## config.mk

```make
export PLATFORM = sky130hd
export DESIGN_NAME = udc_dma
export DESIGN_NICKNAME = d
export VERILOG_FILES = /design/src/udc_pkg.sv /design/src/udc_arb.sv /design/src/udc_dma.sv
export VERILOG_INCLUDE_DIRS = /design/src /design/src/src
export SDC_FILE = /design/constraint.sdc
export NUM_CORES = 2
export LEC_CHECK = 0
export ABC_CLOCK_PERIOD_IN_PS = 11250
export BUFFER_PORTS_ARGS = -buffer_cell sky130_fd_sc_hd__buf_2
export CAP_MARGIN = 0
export CORE_MARGIN = 4
export CORE_UTILIZATION = 45
export DETAILED_ROUTE_END_ITERATION = 6
export PLACE_DENSITY = 0.64
export SLEW_MARGIN = 20
export SYNTH_ARGS = -nofsm -noshare
export SYNTH_HDL_FRONTEND = slang
export SYNTH_SLANG_ARGS = --single-unit
```

## constraint.sdc

```tcl
create_clock -name aclk -period 11.25 [get_ports aclk]
set_clock_uncertainty 0.15 [all_clocks]
set_input_delay 1.125 -clock aclk [delete_from_list [all_inputs] [get_ports aclk]]
set_output_delay 1.125 -clock aclk [all_outputs]
set_load 0.01 [all_outputs]
```

## src/udc_consts.svh

```systemverilog
`ifndef UDC_CONSTS_SVH
`define UDC_CONSTS_SVH
// Contract
// RQ1: table is contiguous, base 1024-byte aligned
// RQ2: primary at n*0x10, alternate at 0x200+n*0x10
// RQ3: read src 0x0, dst 0x4, control 0x8
// RQ4: end pointers inclusive; fixed side uses pointer
// RQ5: decode sizes, increments, arbitration, count, burst, mode (code never decodes the burst bit)
// RQ6: write back remaining count and mode
// RQ7: never write either end pointer word
// RQ8: enable set/clear; only enabled channels served
// RQ9: finished transfer clears channel enable
// RQ10: stop mode moves nothing, disables channel
// RQ11: basic mode moves only while requested
// RQ12: momentary request in basic moves one item
// RQ13: basic finish rewrites mode to stop
// RQ14: auto runs to completion, then stop
// RQ15: ping-pong alternates primary and alternate forever
// RQ16: ping-pong signals completion at each switch
// RQ17: scatter-gather primary copies entry into alternate
// RQ18: last entry basic; engine stops after it
// RQ19: scatter-gather signals completion only at end
// RQ20: list writes land in memory for later use
// RQ21: one request drives up to 256 entries
// RQ22: touch no unneeded table words
// RQ23: high priority first, then lowest channel
// RQ24: rearbitrate after arbitration count of items
// RQ25: table base register plus structure offsets
`define UDC_NCH      32
`define UDC_ALT_BIT  9
`define UDC_SRC_OFS  32'h0000_0000
`define UDC_DST_OFS  32'h0000_0004
`define UDC_CTL_OFS  32'h0000_0008
`define UDC_F_MODE   2:0
`define UDC_F_CNT    13:4
`define UDC_F_ARB    17:14
`define UDC_F_SSZ    25:24
`define UDC_F_SINC   27:26
`define UDC_F_DSZ    29:28
`define UDC_F_DINC   31:30
`define UDC_INC_NONE 2'h3
`define UDC_ARB_MAX  4'hA
`define UDC_SZ_WORD  2'h2
`define UDC_R_BASE   8'h00
`define UDC_R_ENSET  8'h04
`define UDC_R_ENCLR  8'h08
`define UDC_R_PRSET  8'h0C
`define UDC_R_PRCLR  8'h10
`define UDC_R_UBSET  8'h14
`define UDC_R_UBCLR  8'h18
`define UDC_R_ALT    8'h1C
`define UDC_R_SWREQ  8'h20
`define UDC_OKAY     2'h0
`define UDC_SLVERR   2'h2
`endif

```

## src/udc_pkg.sv

```systemverilog
package udc_pkg;
  typedef enum logic [2:0] {
    UDC_M_STOP  = 3'b000,
    UDC_M_BASIC = 3'b001,
    UDC_M_AUTO  = 3'b010,
    UDC_M_PING  = 3'b011,
    UDC_M_MSG   = 3'b100,
    UDC_M_MSGA  = 3'b101
  } udc_mode_e;

  typedef enum logic [2:0] {
    UDC_S_IDLE  = 3'b000,
    UDC_S_RDCTL = 3'b001,
    UDC_S_RDSRC = 3'b010,
    UDC_S_RDDST = 3'b011,
    UDC_S_RDDAT = 3'b100,
    UDC_S_WRDAT = 3'b101,
    UDC_S_WRCTL = 3'b110
  } udc_state_e;

  typedef struct packed {
    logic        valid;
    logic        we;
    logic [1:0]  size;
    logic [31:0] addr;
    logic [31:0] wdata;
  } udc_mem_req_s;

  typedef struct packed {
    udc_state_e   state;
    logic [4:0]   ch;
    logic         alt;
    logic         multi;
    logic [31:0]  ctl;
    logic [31:0]  src;
    logic [31:0]  dst;
    logic [10:0]  rem;
    logic [10:0]  burst;
    udc_mem_req_s mreq;
    logic [31:0]  en;
    logic [31:0]  prio;
    logic [31:0]  ub;
    logic [31:0]  altsel;
    logic [31:0]  sticky;
    logic [31:0]  swreq;
    logic [31:0]  done;
    logic [21:0]  base;
    logic         aw_got;
    logic [7:0]   aw_addr;
    logic         w_got;
    logic [31:0]  wd;
    logic         bvalid;
    logic [1:0]   bresp;
    logic         rvalid;
    logic [31:0]  rdata;
    logic [1:0]   rresp;
  } udc_st_s;
endpackage
```

## src/udc_arb.sv

```systemverilog
`timescale 1ns/1ps
module udc_arb (
  input  wire logic [31:0] req,
  input  wire logic [31:0] prio,
  output logic             any,
  output logic [4:0]       idx
);
  function automatic logic [4:0] first_set(input logic [31:0] v);
    logic [4:0] r;
    r = 5'h00;
    for (int i = 31; i >= 0; i--)
    begin
      if (v[i])
      begin
        r = i[4:0];
      end
    end
    first_set = r;
  endfunction

  logic [31:0] hi;

  // high priority beats default, lowest number breaks ties
  always_comb
  begin
    hi  = req & prio;
    any = |req;
    idx = (|hi) ? first_set(hi) : first_set(req); // RQ23
  end
endmodule // udc_arb

```

## src/udc_dma.sv

```systemverilog
// Chosen here: the AXI4-Lite interface to the registers and the address map.
`timescale 1ns/1ps
`include "udc_consts.svh"
module udc_dma (
  input  wire logic                  aclk,
  input  wire logic                  aresetn,
  input  wire logic                  s_axi_awvalid,
  output logic                       s_axi_awready,
  input  wire logic [31:0]           s_axi_awaddr,
  input  wire logic                  s_axi_wvalid,
  output logic                       s_axi_wready,
  input  wire logic [31:0]           s_axi_wdata,
  input  wire logic [3:0]            s_axi_wstrb,
  output logic                       s_axi_bvalid,
  input  wire logic                  s_axi_bready,
  output logic [1:0]                 s_axi_bresp,
  input  wire logic                  s_axi_arvalid,
  output logic                       s_axi_arready,
  input  wire logic [31:0]           s_axi_araddr,
  output logic                       s_axi_rvalid,
  input  wire logic                  s_axi_rready,
  output logic [31:0]                s_axi_rdata,
  output logic [1:0]                 s_axi_rresp,
  input  wire logic [31:0]           dma_sreq,
  input  wire logic [31:0]           dma_breq,
  output udc_pkg::udc_mem_req_s      mem_req,
  input  wire logic                  mem_ack,
  input  wire logic [31:0]           mem_rdata,
  output logic [31:0]                dma_done
);
  udc_pkg::udc_st_s st_ff;
  udc_pkg::udc_st_s nxt_st;
  logic [31:0]      rq;
  logic             gnt_any;
  logic [4:0]       gnt;

  function automatic logic [31:0] st_addr(input logic [21:0] b, input logic a,
                                          input logic [4:0] c, input logic [31:0] o);
    st_addr = {b, 10'h000} + {22'h00_0000, a, c, 4'h0} + o; // RQ2 RQ25
  endfunction

  // inclusive end pointer; fixed side uses it as is
  function automatic logic [31:0] item_addr(input logic [31:0] e, input logic [10:0] r,
                                            input logic [1:0] inc);
    logic [31:0] ofs;
    ofs = ({21'h0_0000, r} - 32'h0000_0001) << inc;
    item_addr = (inc == `UDC_INC_NONE) ? e : e - ofs; // RQ4
  endfunction

  function automatic logic [10:0] arb_len(input logic [3:0] f);
    arb_len = (f >= `UDC_ARB_MAX) ? 11'h400 : (11'h001 << f);
  endfunction

  function automatic udc_pkg::udc_mem_req_s mk_req(input logic w, input logic [1:0] s,
                                                   input logic [31:0] a,
                                                   input logic [31:0] d);
    mk_req = '{valid: 1'b1, we: w, size: s, addr: a, wdata: d};
  endfunction

  function automatic logic [31:0] strb_mask(input logic [3:0] s);
    strb_mask = {{8{s[3]}}, {8{s[2]}}, {8{s[1]}}, {8{s[0]}}};
  endfunction

  function automatic logic reg_ok(input logic [7:0] a);
    reg_ok = (a[1:0] == 2'h0) && (a <= `UDC_R_SWREQ);
  endfunction

  // single requests ignored where burst-only is set
  assign rq = st_ff.en & (st_ff.sticky | st_ff.swreq | dma_breq | (dma_sreq & ~st_ff.ub)); // RQ8

  udc_arb u_arb (
    .req  (rq),
    .prio (st_ff.prio),
    .any  (gnt_any),
    .idx  (gnt)
  );

  always_comb
  begin
    udc_pkg::udc_mode_e m;
    logic [31:0]        c;
    logic               longrun;
    logic [10:0]        r1;
    logic [31:0]        wc;
    m       = udc_pkg::udc_mode_e'(st_ff.ctl[`UDC_F_MODE]);
    c       = mem_rdata;
    longrun = 1'b0;
    r1      = st_ff.rem - 11'h001;
    wc      = st_ff.ctl;
    nxt_st      = st_ff;
    nxt_st.done = 32'h0000_0000;
    unique case (st_ff.state)
      udc_pkg::UDC_S_IDLE:
      begin
        if (gnt_any)
        begin
          nxt_st.ch         = gnt;
          nxt_st.alt        = st_ff.altsel[gnt]; // RQ22
          nxt_st.multi      = st_ff.sticky[gnt] | dma_breq[gnt];
          nxt_st.swreq[gnt] = 1'b0;
          nxt_st.mreq       = mk_req(1'b0, `UDC_SZ_WORD,
                                     st_addr(st_ff.base, st_ff.altsel[gnt], gnt, `UDC_CTL_OFS),
                                     32'h0000_0000); // RQ3
          nxt_st.state      = udc_pkg::UDC_S_RDCTL;
        end
      end
      udc_pkg::UDC_S_RDCTL:
      begin
        if (mem_ack)
        begin
          nxt_st.ctl = c; // RQ5
          m          = udc_pkg::udc_mode_e'(c[`UDC_F_MODE]);
          if (c[`UDC_F_MODE] == 3'b000 || c[`UDC_F_MODE] > 3'b101)
          begin
            nxt_st.en[st_ff.ch]     = 1'b0; // RQ10
            nxt_st.sticky[st_ff.ch] = 1'b0;
            nxt_st.mreq.valid       = 1'b0;
            nxt_st.state            = udc_pkg::UDC_S_IDLE;
          end
          else
          begin
            // auto and list modes keep requesting once seen
            longrun = st_ff.multi || m == udc_pkg::UDC_M_AUTO || m == udc_pkg::UDC_M_MSG
                      || m == udc_pkg::UDC_M_MSGA; // RQ14 RQ21
            if (m == udc_pkg::UDC_M_AUTO || m == udc_pkg::UDC_M_MSG || m == udc_pkg::UDC_M_MSGA)
            begin
              nxt_st.sticky[st_ff.ch] = 1'b1; // RQ14
            end
            nxt_st.rem   = {1'b0, c[`UDC_F_CNT]} + 11'h001;
            nxt_st.burst = 11'h001; // RQ11 RQ12
            if (longrun)
            begin
              nxt_st.burst = (arb_len(c[`UDC_F_ARB]) < nxt_st.rem) ? arb_len(c[`UDC_F_ARB])
                                                                   : nxt_st.rem; // RQ24
            end
            nxt_st.mreq  = mk_req(1'b0, `UDC_SZ_WORD,
                                  st_addr(st_ff.base, st_ff.alt, st_ff.ch, `UDC_SRC_OFS),
                                  32'h0000_0000); // RQ3
            nxt_st.state = udc_pkg::UDC_S_RDSRC;
          end
        end
      end
      udc_pkg::UDC_S_RDSRC:
      begin
        if (mem_ack)
        begin
          nxt_st.src   = c;
          nxt_st.mreq  = mk_req(1'b0, `UDC_SZ_WORD,
                                st_addr(st_ff.base, st_ff.alt, st_ff.ch, `UDC_DST_OFS),
                                32'h0000_0000); // RQ3
          nxt_st.state = udc_pkg::UDC_S_RDDST;
        end
      end
      udc_pkg::UDC_S_RDDST:
      begin
        if (mem_ack)
        begin
          nxt_st.dst   = c;
          nxt_st.mreq  = mk_req(1'b0, st_ff.ctl[`UDC_F_SSZ],
                                item_addr(st_ff.src, st_ff.rem, st_ff.ctl[`UDC_F_SINC]),
                                32'h0000_0000);
          nxt_st.state = udc_pkg::UDC_S_RDDAT;
        end
      end
      udc_pkg::UDC_S_RDDAT:
      begin
        if (mem_ack)
        begin
          // data words go wherever the entry points, table included;
          // a list copy wraps onto the four alternate words per entry
          nxt_st.mreq  = mk_req(1'b1, st_ff.ctl[`UDC_F_DSZ],
                                item_addr(st_ff.dst, (m == udc_pkg::UDC_M_MSG)
                                          ? ((st_ff.rem - 11'h001) & 11'h003) + 11'h001
                                          : st_ff.rem, st_ff.ctl[`UDC_F_DINC]),
                                c); // RQ17 RQ20
          nxt_st.state = udc_pkg::UDC_S_WRDAT;
        end
      end
      udc_pkg::UDC_S_WRDAT:
      begin
        if (mem_ack)
        begin
          nxt_st.rem   = r1;
          nxt_st.burst = st_ff.burst - 11'h001;
          if (st_ff.burst == 11'h001 || r1 == 11'h000)
          begin
            wc[`UDC_F_CNT] = (r1 == 11'h000) ? 10'h000 : 10'(r1 - 11'h001); // RQ6
            if (r1 == 11'h000)
            begin
              wc[`UDC_F_MODE] = udc_pkg::UDC_M_STOP; // RQ13 RQ14
            end
            // only the control word is ever written back
            nxt_st.mreq  = mk_req(1'b1, `UDC_SZ_WORD,
                                  st_addr(st_ff.base, st_ff.alt, st_ff.ch, `UDC_CTL_OFS),
                                  wc); // RQ7
            nxt_st.state = udc_pkg::UDC_S_WRCTL;
          end
          else
          begin
            nxt_st.mreq  = mk_req(1'b0, st_ff.ctl[`UDC_F_SSZ],
                                  item_addr(st_ff.src, r1, st_ff.ctl[`UDC_F_SINC]),
                                  32'h0000_0000);
            nxt_st.state = udc_pkg::UDC_S_RDDAT;
          end
        end
      end
      udc_pkg::UDC_S_WRCTL:
      begin
        if (mem_ack)
        begin
          nxt_st.mreq.valid = 1'b0;
          nxt_st.state      = udc_pkg::UDC_S_IDLE; // RQ24
          if (m == udc_pkg::UDC_M_MSG && !st_ff.alt)
          begin
            nxt_st.altsel[st_ff.ch] = 1'b1; // RQ17
          end
          else if (st_ff.rem == 11'h000)
          begin
            if (m == udc_pkg::UDC_M_PING)
            begin
              nxt_st.altsel[st_ff.ch] = !st_ff.alt; // RQ15
              nxt_st.done[st_ff.ch]   = 1'b1; // RQ16
            end
            else if (m == udc_pkg::UDC_M_MSGA)
            begin
              nxt_st.altsel[st_ff.ch] = 1'b0; // RQ19
            end
            else
            begin
              nxt_st.en[st_ff.ch]     = 1'b0; // RQ9 RQ18
              nxt_st.sticky[st_ff.ch] = 1'b0;
              nxt_st.altsel[st_ff.ch] = 1'b0;
              nxt_st.done[st_ff.ch]   = 1'b1;
            end
          end
        end
      end
      default:
      begin
        nxt_st.state = udc_pkg::UDC_S_IDLE;
      end
    endcase
    // register slave; software writes come last so they beat the engine's update in the same cycle
    if (s_axi_awvalid && s_axi_awready)
    begin
      nxt_st.aw_got  = 1'b1;
      nxt_st.aw_addr = s_axi_awaddr[7:0];
    end
    if (s_axi_wvalid && s_axi_wready)
    begin
      nxt_st.w_got = 1'b1;
      nxt_st.wd    = s_axi_wdata & strb_mask(s_axi_wstrb);
    end
    if (s_axi_bvalid && s_axi_bready)
    begin
      nxt_st.bvalid = 1'b0;
    end
    if (st_ff.aw_got && st_ff.w_got && !st_ff.bvalid)
    begin
      nxt_st.aw_got = 1'b0;
      nxt_st.w_got  = 1'b0;
      nxt_st.bvalid = 1'b1;
      nxt_st.bresp  = reg_ok(st_ff.aw_addr) ? `UDC_OKAY : `UDC_SLVERR;
      case (st_ff.aw_addr)
        `UDC_R_BASE:  nxt_st.base   = st_ff.wd[31:10]; // RQ25
        `UDC_R_ENCLR:
        begin
          nxt_st.en     = nxt_st.en & ~st_ff.wd; // RQ8
          nxt_st.sticky = nxt_st.sticky & ~st_ff.wd;
        end
        `UDC_R_ENSET: nxt_st.en     = nxt_st.en | st_ff.wd; // RQ8
        `UDC_R_PRSET: nxt_st.prio   = st_ff.prio | st_ff.wd;
        `UDC_R_PRCLR: nxt_st.prio   = st_ff.prio & ~st_ff.wd;
        `UDC_R_UBSET: nxt_st.ub     = st_ff.ub | st_ff.wd;
        `UDC_R_UBCLR: nxt_st.ub     = st_ff.ub & ~st_ff.wd;
        `UDC_R_SWREQ: nxt_st.swreq  = nxt_st.swreq | st_ff.wd;
        default:      nxt_st.bresp  = reg_ok(st_ff.aw_addr) ? `UDC_OKAY : `UDC_SLVERR;
      endcase
    end
    if (s_axi_rvalid && s_axi_rready)
    begin
      nxt_st.rvalid = 1'b0;
    end
    if (s_axi_arvalid && s_axi_arready)
    begin
      nxt_st.rvalid = 1'b1;
      nxt_st.rresp  = reg_ok(s_axi_araddr[7:0]) ? `UDC_OKAY : `UDC_SLVERR;
      case (s_axi_araddr[7:0])
        `UDC_R_BASE:  nxt_st.rdata = {st_ff.base, 10'h000};
        `UDC_R_ENSET: nxt_st.rdata = st_ff.en;
        `UDC_R_ENCLR: nxt_st.rdata = st_ff.en;
        `UDC_R_PRSET: nxt_st.rdata = st_ff.prio;
        `UDC_R_PRCLR: nxt_st.rdata = st_ff.prio;
        `UDC_R_UBSET: nxt_st.rdata = st_ff.ub;
        `UDC_R_UBCLR: nxt_st.rdata = st_ff.ub;
        `UDC_R_ALT:   nxt_st.rdata = st_ff.altsel;
        default:      nxt_st.rdata = 32'h0000_0000;
      endcase
    end
  end

  always_ff @(posedge aclk)
  begin
    if (!aresetn)
    begin
      st_ff <= '0;
    end
    else
    begin
      st_ff <= nxt_st;
    end
  end

  assign s_axi_awready = !st_ff.aw_got && !st_ff.bvalid;
  assign s_axi_wready  = !st_ff.w_got && !st_ff.bvalid;
  assign s_axi_bvalid  = st_ff.bvalid;
  assign s_axi_bresp   = st_ff.bresp;
  assign s_axi_arready = !st_ff.rvalid;
  assign s_axi_rvalid  = st_ff.rvalid;
  assign s_axi_rdata   = st_ff.rdata;
  assign s_axi_rresp   = st_ff.rresp;
  assign mem_req       = st_ff.mreq;
  assign dma_done      = st_ff.done;
endmodule // udc_dma

```

==> flow_summary.yaml <==
run_status:
  status: "complete, no violations"
timing:
  fin_crit_sh_pct: 61.7
  max_slew_margin_pct: 21.3
  slew_violations: 0
  rsz0062_at_grt: "false"
  tns_ps: 0
  hold_violations: 0
  fin_ws_ps: 4310
  min_period_ps: 6940
  fmax_ghz: 0.144
  setup_viol_count_final: 0
  worstMarginPinSlew_ps: 1180
cells_and_area:
  fin_nets: 4481
  layout-drive-gt1-share_pct: 13.8
  post-route-util_pct: 49.8
  num-fill-cells: 6976
  multi_input_area_um2: 19200
  regArea_um2: 10200
  area_growth_syn_to_layout_pct: 9.89
power:
  power.density_nw_per_um2: 125
  power_mw: 4.36
  peakVddDrop_mv: 0.142
  power.static_leakage_nw: 13.3
floorplan:
  io_pins: 345
  start_util_pct: 45.3
  core-area_um2: 69900
  die_w_um: 273
  fp-row-count: 97
  dieHeight_um: 273
  die_area_um2: 74700
routing:
  ant_nets: 0
  vias: 32200
  post_drt_wl_per_cell_um: 24.2
  viasPerCell: 6.25
  finalWirelength_um: 125000
  drcViolationCount: 0
  firstDrtPassIters: 7
  drtIter0Drc: 3841
clocking:
  ctsResizeCount: 0
  h-tree-depth: 2
  clock_latency_ps: 660
  cts_tree: "done"
  clock_sinks: 510
  clockBufferDepth: 3
  post_cts_buffers: 0
  root_buffer: "clkbuf_16"
  cts_hold_buf: 0
  path_clk_slew_ps: 70
  cts_buffers: 58
global_routing:
  antenna_found_initial: 3
  grt_max_degree: 173
  grt_pass1_wl_um: 184000
  grt_usage_pct: 31.8
  grt.overflow.total: 0
  grt_pass1_vias: 29300
logic_synthesis:
  synth_area_leader_cell: "dfxtp_1"
  synth_edf_count: 0
  synthesis.area_um2: 31700
  synthTopCellsByArea: "dfxtp_1, nand2_1, a21oi_1, o21ai_0, nor2_1"
  synthMostInstantiatedCell: "nand2_1"
  yosys_warnings: 0
  synth_top_cell_area_share_pct: 32.2
  synth_ff_type: "dfxtp_1"
  ys_types: 112
  yosysSeqAreaShare_pct: 32.2
  ys_seq_elements: 510
  synthCells: 4169
  syn_area_per_cell_um2: 7.60
  synthArstFlopShare_pct: 0
  synth_common_cells: "nand2_1, dfxtp_1, nor2_1, a21oi_1, o21ai_0"
worst_setup_path:
  critPathCaptureType: "register"
  cp.arrival_ps: 7270
  crit_required_ps: 11590
  r2r_cells: 24
  crit_type: "reg -> reg"
  critPathMaxFanout: 21
  setup.worst_path.start_class: "register"
place:
  port_buffers: 294
  hpwl_um: 88200
  place_congestion: 0.991
  dp_slack_ps: 4470
job:
  cap_viol_max_count: 0
hold_path:
  hold_depth: 2
  min_path_type: "reg -> reg"
[final timing paths]
kind | from | end | slack (ps)
worst min-delay path | st_ff[498] | st_ff[498] | 310
worst max-delay path | st_ff[405] | mem_req[63] | 4310
worst max register to register | st_ff[405] | mem_req[63] | 4310
worst min register to register | st_ff[498] | st_ff[498] | 310
[cell usage in the layout (no fill, tap or decap), types with 28 or more instances in the layout]
| master | count |
|---|---|
| nand2_1 | 561 |
| dfxtp_1 | 510 |
| nor2_1 | 424 |
| a21oi_1 | 388 |
| o21ai_0 | 374 |
| buf_2 | 293 |
| a22oi_1 | 151 |
| ha_1 | 111 |
| nor3_1 | 109 |
| a31oi_1 | 87 |
| nand3_1 | 81 |
| mux2i_1 | 78 |
| nand2b_1 | 58 |
| clkbuf_16 | 58 |
| xnor2_1 | 52 |
| inv_1 | 49 |
| buf_4 | 49 |
| xor2_1 | 44 |
| or2_2 | 44 |
| nor2b_1 | 43 |
| o2111ai_1 | 35 |
| o21a_1 | 34 |
| a21o_1 | 33 |
| a222oi_1 | 29 |
| a221oi_1 | 28 |
[cell families (layout without fill, tap and decap cells)]
family / count (synthesis) / in the layout / share of synthesized area, %
adders and majority gates: 114 / 114 / 4.58
buffers and inverters: 461 / 501 / 7.42
other: 1 / 3 / 0.0118
and+or+nand+nor: 1485 / 1485 / 21.2
xor gates and xnor gates: 97 / 97 / 2.71
muxes: 100 / 100 / 3.71
DFF: 510 / 510 / 32.2
AOI/OAI and AO/OA: 1401 / 1401 / 28.1
[per-stage QoR]
step	std cells	area (um^2)	hold slack, ps
after detailed placement	5043	32700	297
after global routing	5150	34800	321
after CTS	5150	34800	306
after floorplan	4170	31700	282
final	5151	34800	306
after global placement	5043	32700	292
[routing by layer]
layer | track usage [%] | wire length [um]
met5 | 0 | 0
met4 | 14.4 | 6280
met3 | 4.69 | 12100
met2 | 51.1 | 55900
met1 | 42.4 | 50500
[layout make-up]
cell class	instances	area share (%)
diodes	1	0.00719
clock buffers	79	4.83
clock inverters	28	1.25
inverters	51	0.572
multi-input cells	3199	55.3
flip-flops and latches	510	29.3
well taps	940	3.38
repair buffers	343	5.33
[critical path: stages, from the launching register on]
cell and delay (ps):
dfxtp_1 540, inv_1 300, ha_1 360, or4b_1 520, o21ai_1 170, and2_1 380, nand4_1 230, or3_1 870
nor2_1 230, nor2_1 60, nor2_1 90, a21oi_1 90, ha_1 370, a21oi_1 180, a21boi_0 170, o22a_1 240
o211ai_1 150, o21ai_0 230, o31a_1 340, a221o_1 340, a31oi_1 210, xnor2_1 170, a21oi_1 100, a31oi_1 170
a311oi_1 100
[report_power, final]
| group | switching, mW | internal [mW] | total, mW |
|---|---|---|---|
| sequential | 0.0276 | 1.83 | 1.86 |
| clock | 0.863 | 1.24 | 2.10 |
| combinational | 0.277 | 0.121 | 0.399 |
No activity file was read; power rests on OpenSTA's default activity.
